$ cat src/tfd_map.svh
// Purpose: Offsets, field positions and reset values of the timer unit
// Assumes: APB byte addresses, 32-bit words, 8 channels
// Notes: Included by the unit top and the channel module
// Behaviour
// - Power off: clock stopped, writes ignored except power, port direction and latch
// - Power on: writes accepted, channels stopped
// - Prescaler sets both shared count clock rates
// - Output mode and level zero: toggle
// - Pin drives level only in output direction
// - Start trigger sets enable, reads zero
// - First count clock loads data, optional event
// - Count down, reload at zero, keep running
// - Zero detect raises interrupt, toggles output
// - Data, output enable and value regs writable; counter always readable
// - Channel status register unused, no effect
// - Stop trigger clears enable, counter holds
// - Stop keeps present output level
// - Output disabled: pin follows software value
// - Power off clears channels and output value
// - Eight identical channels with own pins
`ifndef TFD_MAP_SVH
`define TFD_MAP_SVH

`define TFD_ADDR_PWR 8'h00
`define TFD_ADDR_PSC 8'h04
`define TFD_ADDR_ENST 8'h08
`define TFD_ADDR_START 8'h0c
`define TFD_ADDR_STOP 8'h10
`define TFD_ADDR_OEN 8'h14
`define TFD_ADDR_OVAL 8'h18
`define TFD_ADDR_OLVL 8'h1c
`define TFD_ADDR_OMODE 8'h20
`define TFD_ADDR_IST 8'h24
`define TFD_ADDR_IMASK 8'h28
`define TFD_ADDR_PDIR 8'h2c
`define TFD_ADDR_PLAT 8'h30
`define TFD_ADDR_PIN 8'h34
`define TFD_GRP_MODE 3'h2
`define TFD_GRP_DATA 3'h3
`define TFD_GRP_CNT 3'h4
`define TFD_GRP_STAT 3'h5

`define TFD_PWR_BIT 0
`define TFD_MODE_MD_BIT 0
`define TFD_MODE_CKS_BIT 1

`define TFD_RST_PSC 8'h00
`define TFD_RST_PDIR 8'hff
`define TFD_RST_PLAT 8'h00
`define TFD_RST_CNT 16'h0000

`endif

$ cat src/tfd_pkg.sv
// Purpose: Types shared by the timer unit files
// Assumes: Nothing beyond SystemVerilog
// Notes: Offsets live in tfd_map.svh
`default_nettype none
package tfd_pkg;
    typedef enum logic [2:0] {
        TFD_STOP = 3'b001,
        TFD_LOAD = 3'b010,
        TFD_RUN = 3'b100
    } tfd_ch_state_t;
endpackage
`default_nettype wire

$ cat src/tfd_channel.sv
// Purpose: One down-counting interval channel with auto reload
// Assumes: tick is a one-cycle count clock enable from the prescaler
// Notes: Stop beats start in the same cycle
`include "tfd_map.svh"
`default_nettype none
module tfd_channel (
    input wire logic clock,
    input wire logic resetn,
    input wire logic unit_on,
    input wire logic start,
    input wire logic stop,
    input wire logic tick,
    input wire logic start_irq_mode,
    input wire logic [15:0] data,
    output logic running,
    output logic [15:0] count,
    output logic zero_evt
);
    tfd_pkg::tfd_ch_state_t state_r;
    logic go;

    assign go = tick & ~stop;
    assign running = (state_r != tfd_pkg::TFD_STOP);

    always_ff @(posedge clock) begin
        if (!resetn || !unit_on) begin
            state_r <= tfd_pkg::TFD_STOP;
        end else if (stop) begin
            state_r <= tfd_pkg::TFD_STOP;
        end else if (start) begin
            state_r <= tfd_pkg::TFD_LOAD;
        end else if (go && state_r == tfd_pkg::TFD_LOAD) begin
            state_r <= tfd_pkg::TFD_RUN;
        end
    end

    always_ff @(posedge clock) begin
        if (!resetn || !unit_on) begin
            count <= `TFD_RST_CNT;
        end else if (go && !start) begin
            unique case (state_r)
                tfd_pkg::TFD_LOAD: count <= data;
                tfd_pkg::TFD_RUN: begin
                    if (count == 16'h0000) begin
                        count <= data;
                    end else begin
                        count <= count - 16'h0001;
                    end
                end
                tfd_pkg::TFD_STOP: count <= count;
            endcase
        end
    end

    always_ff @(posedge clock) begin
        if (!resetn || !unit_on) begin
            zero_evt <= 1'b0;
        end else begin
            zero_evt <= go && !start &&
                ((state_r == tfd_pkg::TFD_LOAD && start_irq_mode) ||
                 (state_r == tfd_pkg::TFD_RUN && count == 16'h0000));
        end
    end
endmodule // tfd_channel
`default_nettype wire

$ cat src/tfd_top.sv
// Purpose: Eight channel timer unit run as frequency dividers, APB slave
// Assumes: Single 20 MHz clock, zero wait APB, synchronous low reset
// Notes: Port direction and latch regs survive unit power off
`include "tfd_map.svh"
`default_nettype none
module tfd_top (
    input wire logic clock,
    input wire logic resetn,
    input wire logic psel,
    input wire logic penable,
    input wire logic pwrite,
    input wire logic [7:0] paddr,
    input wire logic [31:0] pwdata,
    output logic [31:0] prdata,
    output logic pready,
    output logic pslverr,
    input wire logic [7:0] timer_in,
    output logic [7:0] timer_out,
    output logic [7:0] timer_oe,
    output logic [7:0] channel_interrupt,
    output logic irq
);
    logic pwr_r;
    logic [7:0] psc_r;
    logic [15:0] psc_cnt_r;
    logic [15:0] mask_a;
    logic [15:0] mask_b;
    logic tick_a;
    logic tick_b;
    logic [1:0] mode_r [8];
    logic [15:0] data_r [8];
    logic [15:0] count [8];
    logic [7:0] running;
    logic [7:0] zero_evt;
    logic [7:0] start_w;
    logic [7:0] stop_w;
    logic [7:0] ch_tick;
    logic [7:0] oen_r;
    logic [7:0] oval_r;
    logic [7:0] olvl_r;
    logic [7:0] omode_r;
    logic [7:0] ist_r;
    logic [7:0] imask_r;
    logic [7:0] pdir_r;
    logic [7:0] plat_r;
    logic [7:0] in_meta_r;
    logic [7:0] in_sync_r;
    logic setup;
    logic wr;
    logic unit_wr;
    logic [2:0] grp;
    logic [2:0] idx;
    logic [31:0] rd_data;
    logic rd_err;

    assign setup = psel & ~penable;
    assign wr = psel & penable & pwrite;
    assign pready = psel & penable;
    assign grp = paddr[7:5];
    assign idx = paddr[4:2];

    assign unit_wr = wr & pwr_r;

    always_ff @(posedge clock) begin
        if (!resetn) begin
            pwr_r <= 1'b0;
        end else if (wr && paddr == `TFD_ADDR_PWR) begin
            pwr_r <= pwdata[`TFD_PWR_BIT];
        end
    end

    always_ff @(posedge clock) begin
        if (!resetn || !pwr_r) begin
            psc_r <= `TFD_RST_PSC;
        end else if (unit_wr && paddr == `TFD_ADDR_PSC) begin
            psc_r <= pwdata[7:0];
        end
    end

    always_ff @(posedge clock) begin
        if (!resetn || !pwr_r) begin
            psc_cnt_r <= 16'h0000;
        end else begin
            psc_cnt_r <= psc_cnt_r + 16'h0001;
        end
    end

    // two shared count clocks
    // Division by 2^n keeps both ticks aligned to one counter
    always_comb begin
        mask_a = 16'((17'h00001 << psc_r[3:0]) - 17'h00001);
        mask_b = 16'((17'h00001 << psc_r[7:4]) - 17'h00001);
        tick_a = pwr_r & (&(psc_cnt_r | ~mask_a));
        tick_b = pwr_r & (&(psc_cnt_r | ~mask_b));
    end

    assign start_w = (unit_wr && paddr == `TFD_ADDR_START) ? pwdata[7:0] : 8'h00;
    assign stop_w = (unit_wr && paddr == `TFD_ADDR_STOP) ? pwdata[7:0] : 8'h00;

    always_ff @(posedge clock) begin
        for (int n = 0; n < 8; n++) begin
            if (!resetn || !pwr_r) begin
                mode_r[n] <= 2'h0;
            end else if (unit_wr && grp == `TFD_GRP_MODE && idx == 3'(n)
                         && paddr[1:0] == 2'h0 && !running[n]) begin
                mode_r[n] <= pwdata[1:0];
            end
        end
    end

    always_ff @(posedge clock) begin
        for (int n = 0; n < 8; n++) begin
            if (!resetn || !pwr_r) begin
                data_r[n] <= 16'h0000;
            end else if (unit_wr && grp == `TFD_GRP_DATA && idx == 3'(n)
                         && paddr[1:0] == 2'h0) begin
                data_r[n] <= pwdata[15:0];
            end
        end
    end

    for (genvar g = 0; g < 8; g++) begin : g_ch
        assign ch_tick[g] = mode_r[g][`TFD_MODE_CKS_BIT] ? tick_b : tick_a;
        tfd_channel u_ch (
            .clock(clock),
            .resetn(resetn),
            .unit_on(pwr_r),
            .start(start_w[g]),
            .stop(stop_w[g]),
            .tick(ch_tick[g]),
            .start_irq_mode(mode_r[g][`TFD_MODE_MD_BIT]),
            .data(data_r[g]),
            .running(running[g]),
            .count(count[g]),
            .zero_evt(zero_evt[g])
        );
    end

    always_ff @(posedge clock) begin
        if (!resetn || !pwr_r) begin
            olvl_r <= 8'h00;
            omode_r <= 8'h00;
        end else begin
            if (unit_wr && paddr == `TFD_ADDR_OLVL) begin
                olvl_r <= (olvl_r & running) | (pwdata[7:0] & ~running);
            end
            if (unit_wr && paddr == `TFD_ADDR_OMODE) begin
                omode_r <= (omode_r & running) | (pwdata[7:0] & ~running);
            end
        end
    end

    always_ff @(posedge clock) begin
        if (!resetn || !pwr_r) begin
            oen_r <= 8'h00;
        end else if (unit_wr && paddr == `TFD_ADDR_OEN) begin
            oen_r <= pwdata[7:0];
        end
    end

    // output value
    // Only toggle mode is built; a set mode bit freezes the output
    always_ff @(posedge clock) begin
        if (!resetn || !pwr_r) begin
            oval_r <= 8'h00;
        end else if (unit_wr && paddr == `TFD_ADDR_OVAL) begin
            oval_r <= pwdata[7:0];
        end else begin
            oval_r <= oval_r ^ (zero_evt & oen_r & ~omode_r & ~olvl_r);
        end
    end

    // Port direction and latch stay with the port, not the unit
    always_ff @(posedge clock) begin
        if (!resetn) begin
            pdir_r <= `TFD_RST_PDIR;
            plat_r <= `TFD_RST_PLAT;
        end else if (wr && paddr == `TFD_ADDR_PDIR) begin
            pdir_r <= pwdata[7:0];
        end else if (wr && paddr == `TFD_ADDR_PLAT) begin
            plat_r <= pwdata[7:0];
        end
    end

    always_ff @(posedge clock) begin
        if (!resetn) begin
            timer_out <= 8'h00;
            timer_oe <= 8'h00;
        end else begin
            timer_out <= oval_r | plat_r;
            timer_oe <= ~pdir_r;
        end
    end

    always_ff @(posedge clock) begin
        if (!resetn) begin
            in_meta_r <= 8'h00;
            in_sync_r <= 8'h00;
        end else begin
            in_meta_r <= timer_in;
            in_sync_r <= in_meta_r;
        end
    end

    always_ff @(posedge clock) begin
        if (!resetn || !pwr_r) begin
            ist_r <= 8'h00;
        end else if (unit_wr && paddr == `TFD_ADDR_IST) begin
            ist_r <= (ist_r & ~pwdata[7:0]) | zero_evt;
        end else begin
            ist_r <= ist_r | zero_evt;
        end
    end

    always_ff @(posedge clock) begin
        if (!resetn || !pwr_r) begin
            imask_r <= 8'h00;
        end else if (unit_wr && paddr == `TFD_ADDR_IMASK) begin
            imask_r <= pwdata[7:0];
        end
    end

    assign channel_interrupt = zero_evt;
    assign irq = |(ist_r & imask_r);

    always_comb begin
        rd_data = 32'h00000000;
        rd_err = 1'b0;
        if (paddr[1:0] != 2'h0) begin
            rd_err = 1'b1;
        end else if (grp == `TFD_GRP_MODE) begin
            rd_data = {30'h00000000, mode_r[idx]};
        end else if (grp == `TFD_GRP_DATA) begin
            rd_data = {16'h0000, data_r[idx]};
        end else if (grp == `TFD_GRP_CNT) begin
            rd_data = {16'h0000, count[idx]};
        end else if (grp == `TFD_GRP_STAT) begin
            rd_data = 32'h00000000;
        end else begin
            case (paddr)
                `TFD_ADDR_PWR: rd_data = {31'h00000000, pwr_r};
                `TFD_ADDR_PSC: rd_data = {24'h000000, psc_r};
                `TFD_ADDR_ENST: rd_data = {24'h000000, running};
                `TFD_ADDR_START: rd_data = 32'h00000000;
                `TFD_ADDR_STOP: rd_data = 32'h00000000;
                `TFD_ADDR_OEN: rd_data = {24'h000000, oen_r};
                `TFD_ADDR_OVAL: rd_data = {24'h000000, oval_r};
                `TFD_ADDR_OLVL: rd_data = {24'h000000, olvl_r};
                `TFD_ADDR_OMODE: rd_data = {24'h000000, omode_r};
                `TFD_ADDR_IST: rd_data = {24'h000000, ist_r};
                `TFD_ADDR_IMASK: rd_data = {24'h000000, imask_r};
                `TFD_ADDR_PDIR: rd_data = {24'h000000, pdir_r};
                `TFD_ADDR_PLAT: rd_data = {24'h000000, plat_r};
                `TFD_ADDR_PIN: rd_data = {24'h000000, in_sync_r};
                default: rd_err = 1'b1;
            endcase
        end
    end

    // Captured in setup so the access phase answers at once
    always_ff @(posedge clock) begin
        if (!resetn) begin
            prdata <= 32'h00000000;
            pslverr <= 1'b0;
        end else if (setup) begin
            prdata <= pwrite ? 32'h00000000 : rd_data;
            pslverr <= rd_err;
        end
    end
endmodule // tfd_top
`default_nettype wire

$ cat config.mk
export PLATFORM = sky130hd
export DESIGN_NAME = tfd_top
export DESIGN_NICKNAME = d
export VERILOG_FILES = /design/src/tfd_pkg.sv /design/src/tfd_channel.sv /design/src/tfd_top.sv
export VERILOG_INCLUDE_DIRS = /design/src /design/src/src
export SDC_FILE = /design/constraint.sdc
export NUM_CORES = 1
export LEC_CHECK = 0
export BUFFER_PORTS_ARGS = -buffer_cell sky130_fd_sc_hd__buf_2
export CAP_MARGIN = 25
export CORE_MARGIN = 2
export CORE_UTILIZATION = 65
export CTS_BUF_LIST = sky130_fd_sc_hd__clkbuf_16
export DETAILED_ROUTE_END_ITERATION = 8
export GPL_TIMING_DRIVEN = 1
export MAX_ROUTING_LAYER = met4
export PLACE_DENSITY = 0.95
export SYNTH_ARGS = -nofsm -noshare
export SYNTH_HDL_FRONTEND = slang
export SYNTH_SLANG_ARGS = --single-unit
$ cat constraint.sdc
create_clock -name clock -period 5.6 [get_ports clock]
set_input_delay 0.28 -clock clock [delete_from_list [all_inputs] [get_ports clock]]
set_output_delay 0.28 -clock clock [all_outputs]
set_load 0.005 [all_outputs]
After elaboration in Yosys (flattened, before gate mapping). Memory sizes are Yosys's and may differ from the RTL's. Index checks and enable logic that the tools add are counted.

Register bits: 314. RAM bits: 144. Input port bits: 53. Word-level logic and storage cells: 489. Memories: 2.

Memory list: data_r (words 8, width 16, read ports 9, clocked after Yosys merged registers in 0, wr ports 8, line tfd_top.sv:31) `logic [15:0] data_r [8];`; mode_r (words 8, width 2, read ports 9, clocked after Yosys merged registers in 0, wr ports 8, line tfd_top.sv:30) `logic [1:0] mode_r [8];`.

Add/subtract/negate cells: 11. Order comparisons: 1. Equality and inequality tests: 56. Shifts and indexed selects: 2. Multiplexer cells: 126. Bitwise operators: 72. Reductions and logical operators: 170.

Operators with widths (number): $mux W16 (22); $pmux W16 S2 (8); $sub A16 B1 Y16 const B (10); $logic_not A16 Y1 (8); $pmux W8 S12 (1); $logic_and A1 B1 Y1 (94); $and A8 B8 Y8 (8); $mux W1 (64); $bmux W16 S3 (1); $eq A8 B6 Y1 const B (6); $mux W2 (24); $eq A3 B3 Y1 const B (14); $mux W8 (5); $not A8 Y8 (5); $or A8 B8 Y8 (5); $eq A3 B2 Y1 const B (12); $eq A8 B5 Y1 const B (4); $mux W32 (1); $not A16 Y16 (2); $or A16 B16 Y16 (2); $reduce_and A16 Y1 (2); $shl A1 B4 Y16 const A (2); $eq A3 B1 Y1 const B (9); $ne A3 B1 Y1 const B (8); other kinds (20) (121).

Logic depth before layout (Yosys ltp).
Depth after elaboration: 11. Mapped depth: 16. Depth with buffers taken out: 11.

Cells and area by module. A second synthesis with hierarchy kept.

Cells, all modules: 2634. Area, all modules: 24903.9 sq um.

By module, submodules not included: tfd_top (times used 1, cells each 1330, area an instance 14674.1 sq um); tfd_channel (times used 8, cells each 163, area an instance 1278.7 sq um).

Worst setup path after synthesis. No wires, ideal clock.

Path type: register to register. Start point: register psc_r[4]. End point: register g_ch[1].u_ch.count[1]. Arrival: 2.998 ns. Required time: 5.484 ns. Path slack: 2.486 ns. Stages on the path, launching flop included: 13. Buffers on the path: 2. Period minus slack after synthesis: 3.114 ns. Cells stage by stage: dfxtp_1 or4_4 ha_1 buf_2 nor3b_1 o21ai_0 o2111ai_1 nor4_4 and2_4 mux2i_2 buf_6 or2_1 a31o_2.

Word-level cells in the longest chain between the ends: 10.

RTL lines: from (decl) (line tfd_top.sv:24) `logic [7:0] psc_r;`; from (signal assigned) (line tfd_top.sv:74) `` psc_r <= `TFD_RST_PSC; ``; from (signal assigned) (line tfd_top.sv:76) `psc_r <= pwdata[7:0];`; $shl A1 B4 Y16 (line tfd_top.sv:92) `mask_b = 16'((17'h00001 << psc_r[7:4]) - 17'h00001);`; $sub A16 B1 Y16 (line tfd_top.sv:92); $not A16 Y16 (line tfd_top.sv:94) `tick_b = pwr_r & (&(psc_cnt_r | ~mask_b));`; $or A16 B16 Y16 (line tfd_top.sv:94); $reduce_and A16 Y1 (line tfd_top.sv:94); $and A1 B1 Y1 (line tfd_top.sv:94); $mux W1 (line tfd_top.sv:123) `` assign ch_tick[g] = mode_r[g][`TFD_MODE_CKS_BIT] ? tick_b : tick_a; ``; $and A1 B1 Y1 (line tfd_channel.sv:22) `assign go = tick & ~stop;`; $logic_and A1 B1 Y1 (line tfd_channel.sv:40) `end else if (go && !start) begin`; $reduce_and A2 Y1 (no source line); to (signal assigned) (line tfd_channel.sv:39) `` count <= `TFD_RST_CNT; ``; to (signal assigned) (line tfd_channel.sv:42) `tfd_pkg::TFD_LOAD: count <= data;`; to (signal assigned) (line tfd_channel.sv:45) `count <= data;`; to (decl) (line tfd_channel.sv:16) `output logic [15:0] count,`.

Every way passes these cells. A chain may end at the register's enable or synchronous reset.

Worst setup path after layout.
Start point: register psc_r[2]. End point: register g_ch[3].u_ch.count[0].

Word-level cells in the longest chain between the ends: 10.

RTL lines: $shl A1 B4 Y16 (line tfd_top.sv:91) `mask_a = 16'((17'h00001 << psc_r[3:0]) - 17'h00001);`; $sub A16 B1 Y16 (line tfd_top.sv:91); $not A16 Y16 (line tfd_top.sv:93) `tick_a = pwr_r & (&(psc_cnt_r | ~mask_a));`; $or A16 B16 Y16 (line tfd_top.sv:93); $reduce_and A16 Y1 (line tfd_top.sv:93); $and A1 B1 Y1 (line tfd_top.sv:93); $mux W1 (line tfd_top.sv:123); $and A1 B1 Y1 (line tfd_channel.sv:22); $logic_and A1 B1 Y1 (line tfd_channel.sv:40); $reduce_and A2 Y1 (no source line); to (signal assigned) (line tfd_channel.sv:39); to (signal assigned) (line tfd_channel.sv:42); to (signal assigned) (line tfd_channel.sv:45); to (decl) (line tfd_channel.sv:16).

Every way passes these cells.

==> flow_summary.yaml <==
sta:
  setup_ws_ns: 1.25
  setup-tns-final_ns: 0
  skew_ns: 0.0149
  holdWs_ns: 0.0636
  hold_viol: 0
  period_minus_slack_ns: 4.35
  rsz0062_at_grt: "no"
  slew_headroom_pct: 20.8
  maxSlewViolCount: 0
  fmax_mhz: 230
  post-route-period-util_pct: 77.7
  worstMarginPinSlew_ns: 1.18
  finalSetupViolCount: 0
yosys:
  synth_edf_count: 144
  synthTopCellsByArea: "dfxtp_1 (25%), edfxtp_1 (18%), mux4_2 (7.0%)"
  yosysMostFrequentCell: "dfxtp_1"
  yosys.area.top_type_share_pct: 24.8
  synth.yosys.seq_area_share_pct: 42.8
  ys_ff_latch: 441
  synth_commonest_cells: "dfxtp_1 (297), nor2_1 (271), nand2_1 (238)"
  ys_warn_count: 0
  avgSynthCellArea_um2: 9.07
  syn_area_um2: 24000
  yosysUniqueCellTypes: 83
  ys_async_sr_fraction_pct: 0
  ys.flop_type: "dfxtp_1"
  synth_top_area_cell: "dfxtp_1"
  synthCells: 2644
clock_network:
  ctsLongestPathBuffers: 3
  clock_latency_ns: 0.61
  cts_tree: "done"
  cts_buffers: 46
  root_buffer: "clkbuf_16"
  clk_pin_slew_ns: 0.06
  h-tree-depth: 2
  clock_sinks: 441
  ctsResizeCount: 0
floorplan:
  die_area_um2: 38500
  rows: 70
  core-area_um2: 36400
  fp.dieH_um: 196
  dieWidth_um: 196
  ios: 112
  initial_core_util_pct: 65.8
worst_setup_path:
  reg2reg_from: "psc_r[2]"
  worst_ep_required_time_ns: 6.09
  critPathCaptureType: "flop"
  worst-path-max-fanout: 16
  path_class: "flop to flop"
  startpoint: "psc_r[2]"
  startpoint_type: "flop"
  worstPathArrival_ns: 4.84
global_route:
  grtUsageTotal_pct: 42.4
  grt_pass1_vias: 20800
  overflow: 0
  antenna_found_initial: 5
  grt_pass1_wl_mm: 121
  grt_max_degree: 78
final_layout:
  regArea_um2: 10300
  multi_input_area_um2: 12600
  syn_to_final_growth_pct: 7.93
  stdcell_count: 3126
  n_fill_cell: 2659
  drive_gt1_share_pct: 11.5
  final_nets: 2688
power:
  p_comb_share_pct: 2.9
  p_int_mw: 4.98
  power_frac_seq_pct: 51.0
  p_leak_nw: 9.27
  swShare_pct: 22.8
  pwr_density_cell_nw_per_um2: 249
  vdd_ir_drop_max_mv: 0.218
  pwr-share-clk_pct: 46.1
  switchingPower_mw: 1.47
detailed_routing:
  dr.first_iter.drc_count: 3538
  drc: 0
  wire_per_inst_um: 25.4
  routed_wl_mm: 79.4
  ant_nets: 0
  dr.pass1.iters: 9
  drt-vias-per-instance: 7.19
  via_count: 22500
min_path:
  holdCritStartpoint: "pwdata[15]"
  hold_path_class: "primary input to flop"
placement:
  gp_congestion: 1.03
  dp_slack_ns: 1.47
  dp_cells: 3024
  hpwlAfterDp_mm: 55.1
  portBuffers: 79
run:
  drv_cap: 0
status:
  outcome: "complete, no violations"
==> path summary, 6_finish.rpt <==
check / slack (ns) / to / cells after the start
setup / recovery: 1.25 / g_ch[3].u_ch.count[0] / 10
hold / removal: 0.06 / data_r[4][15] / 2
setup reg to reg: 1.25 / g_ch[3].u_ch.count[0] / 10
hold reg to reg: 0.44 / in_sync_r[1] / 1
==> critical path, cell delays in order (launching register included) <==
cell,delay (ns)
dfxtp_1,0.49
nor3_1,0.37
nand2_1,0.10
ha_1,0.31
xnor2_1,0.19
a2bb2o_1,0.29
nor4_1,0.34
nand2_1,0.43
o21ai_0,0.67
nand3_1,0.56
o31ai_1,0.49
==> metal layers <==
layer	up-vias	track usage [%]	routed length, µm
met3	442	8.87	10100
li1	9725	-	-
met2	1809	63.5	34900
met4	0	27.9	6720
met1	10500	52.4	27700
met5	-	-	0
==> timing repair <==
item | in CTS | in global routing
hold buffers | 8 | 0
buffers inserted | 0 | 0
hold endpoints to repair | 8 | 0
==> power groups by stage <==
stage | combinational (mW) | sequential, mW | clock, mW
3_5_place_dp | 0.169 | 3.36 | 0
5_1_grt | 0.190 | 3.29 | 3.10
3_3_place_gp | 0.166 | 3.36 | 0
4_1_cts | 0.175 | 3.29 | 2.96
6_report | 0.184 | 3.29 | 2.97
2_1_floorplan | 0.117 | 3.36 | 0
==> cells by family (layout without fill, tap and decap cells) <==
| kind of cell | after synthesis | after routing | synth area share (%) |
|---|---|---|---|
| mux | 134 | 134 | 9.56 |
| buf+inv | 259 | 253 | 4.83 |
| other cells | 1 | 21 | 0.0156 |
| xor+xnor | 20 | 20 | 0.730 |
| compound gates | 666 | 666 | 17.9 |
| fa+ha+maj | 19 | 19 | 0.991 |
| flops | 441 | 441 | 42.8 |
| simple gates | 1104 | 1104 | 23.2 |
==> cells in the final DEF, fill, tap and decap left out, types with 14 or more instances in the layout <==
cell type  Yosys  routed
a211oi_1      30      30
a21oi_1      208     208
a22oi_1       18      18
a31oi_1       20      20
and2_1       162     161
and3_1        15      15
buf_2         35      77
buf_4         28      37
clkbuf_16      0      46
conb_1         1      16
dfxtp_1      297     297
edfxtp_1     144     144
ha_1          19      19
inv_1         39      48
mux2i_1       53      53
mux4_2        75      75
nand2_1      238     237
nand2b_1      23      23
nand3_1       91      91
nor2_1       271     271
nor2b_1       44      44
nor3_1       107     105
nor4_1        48      48
o21a_1        18      18
o21ai_0      125     117
o21ai_1       33      41
o22ai_1       22      22
o311ai_0      58      58
or3_1         17      17
xnor2_1       14      14
==> sequential cells by signal, indices dropped and copies added (netlist names), 15 cells and up, named ones only <==
name and cells:
mode_r 16, psc_cnt_r 15, g_ch.u_ch.state_r 24, g_ch.u_ch.count 128, prdata 16, data_r 128
==> area by class of cell <==
class	count	share of cell area, %
Sequential cell	441	39.7
Tap cell	468	2.26
Timing Repair Buffer	129	3.18
Clock inverter	39	1.03
Multi-Input combinational cell	1959	48.8
Clock buffer	46	4.45
Inverter	39	0.565
Antenna cell	5	0.0483
==> metrics by stage <==
| stage | power, mW | area, µm² | util [%] |
|---|---|---|---|
| detailed placement | 3.53 | 24300 | 66.8 |
| floorplan | 3.47 | 24000 | - |
| finish | 6.44 | 25900 | 71.1 |
| global placement | 3.53 | 24300 | 66.7 |
| global route | 6.57 | 25900 | 71.1 |
| CTS | 6.43 | 25800 | 70.9 |
Note: power is estimated with default switching activity, not from simulation.
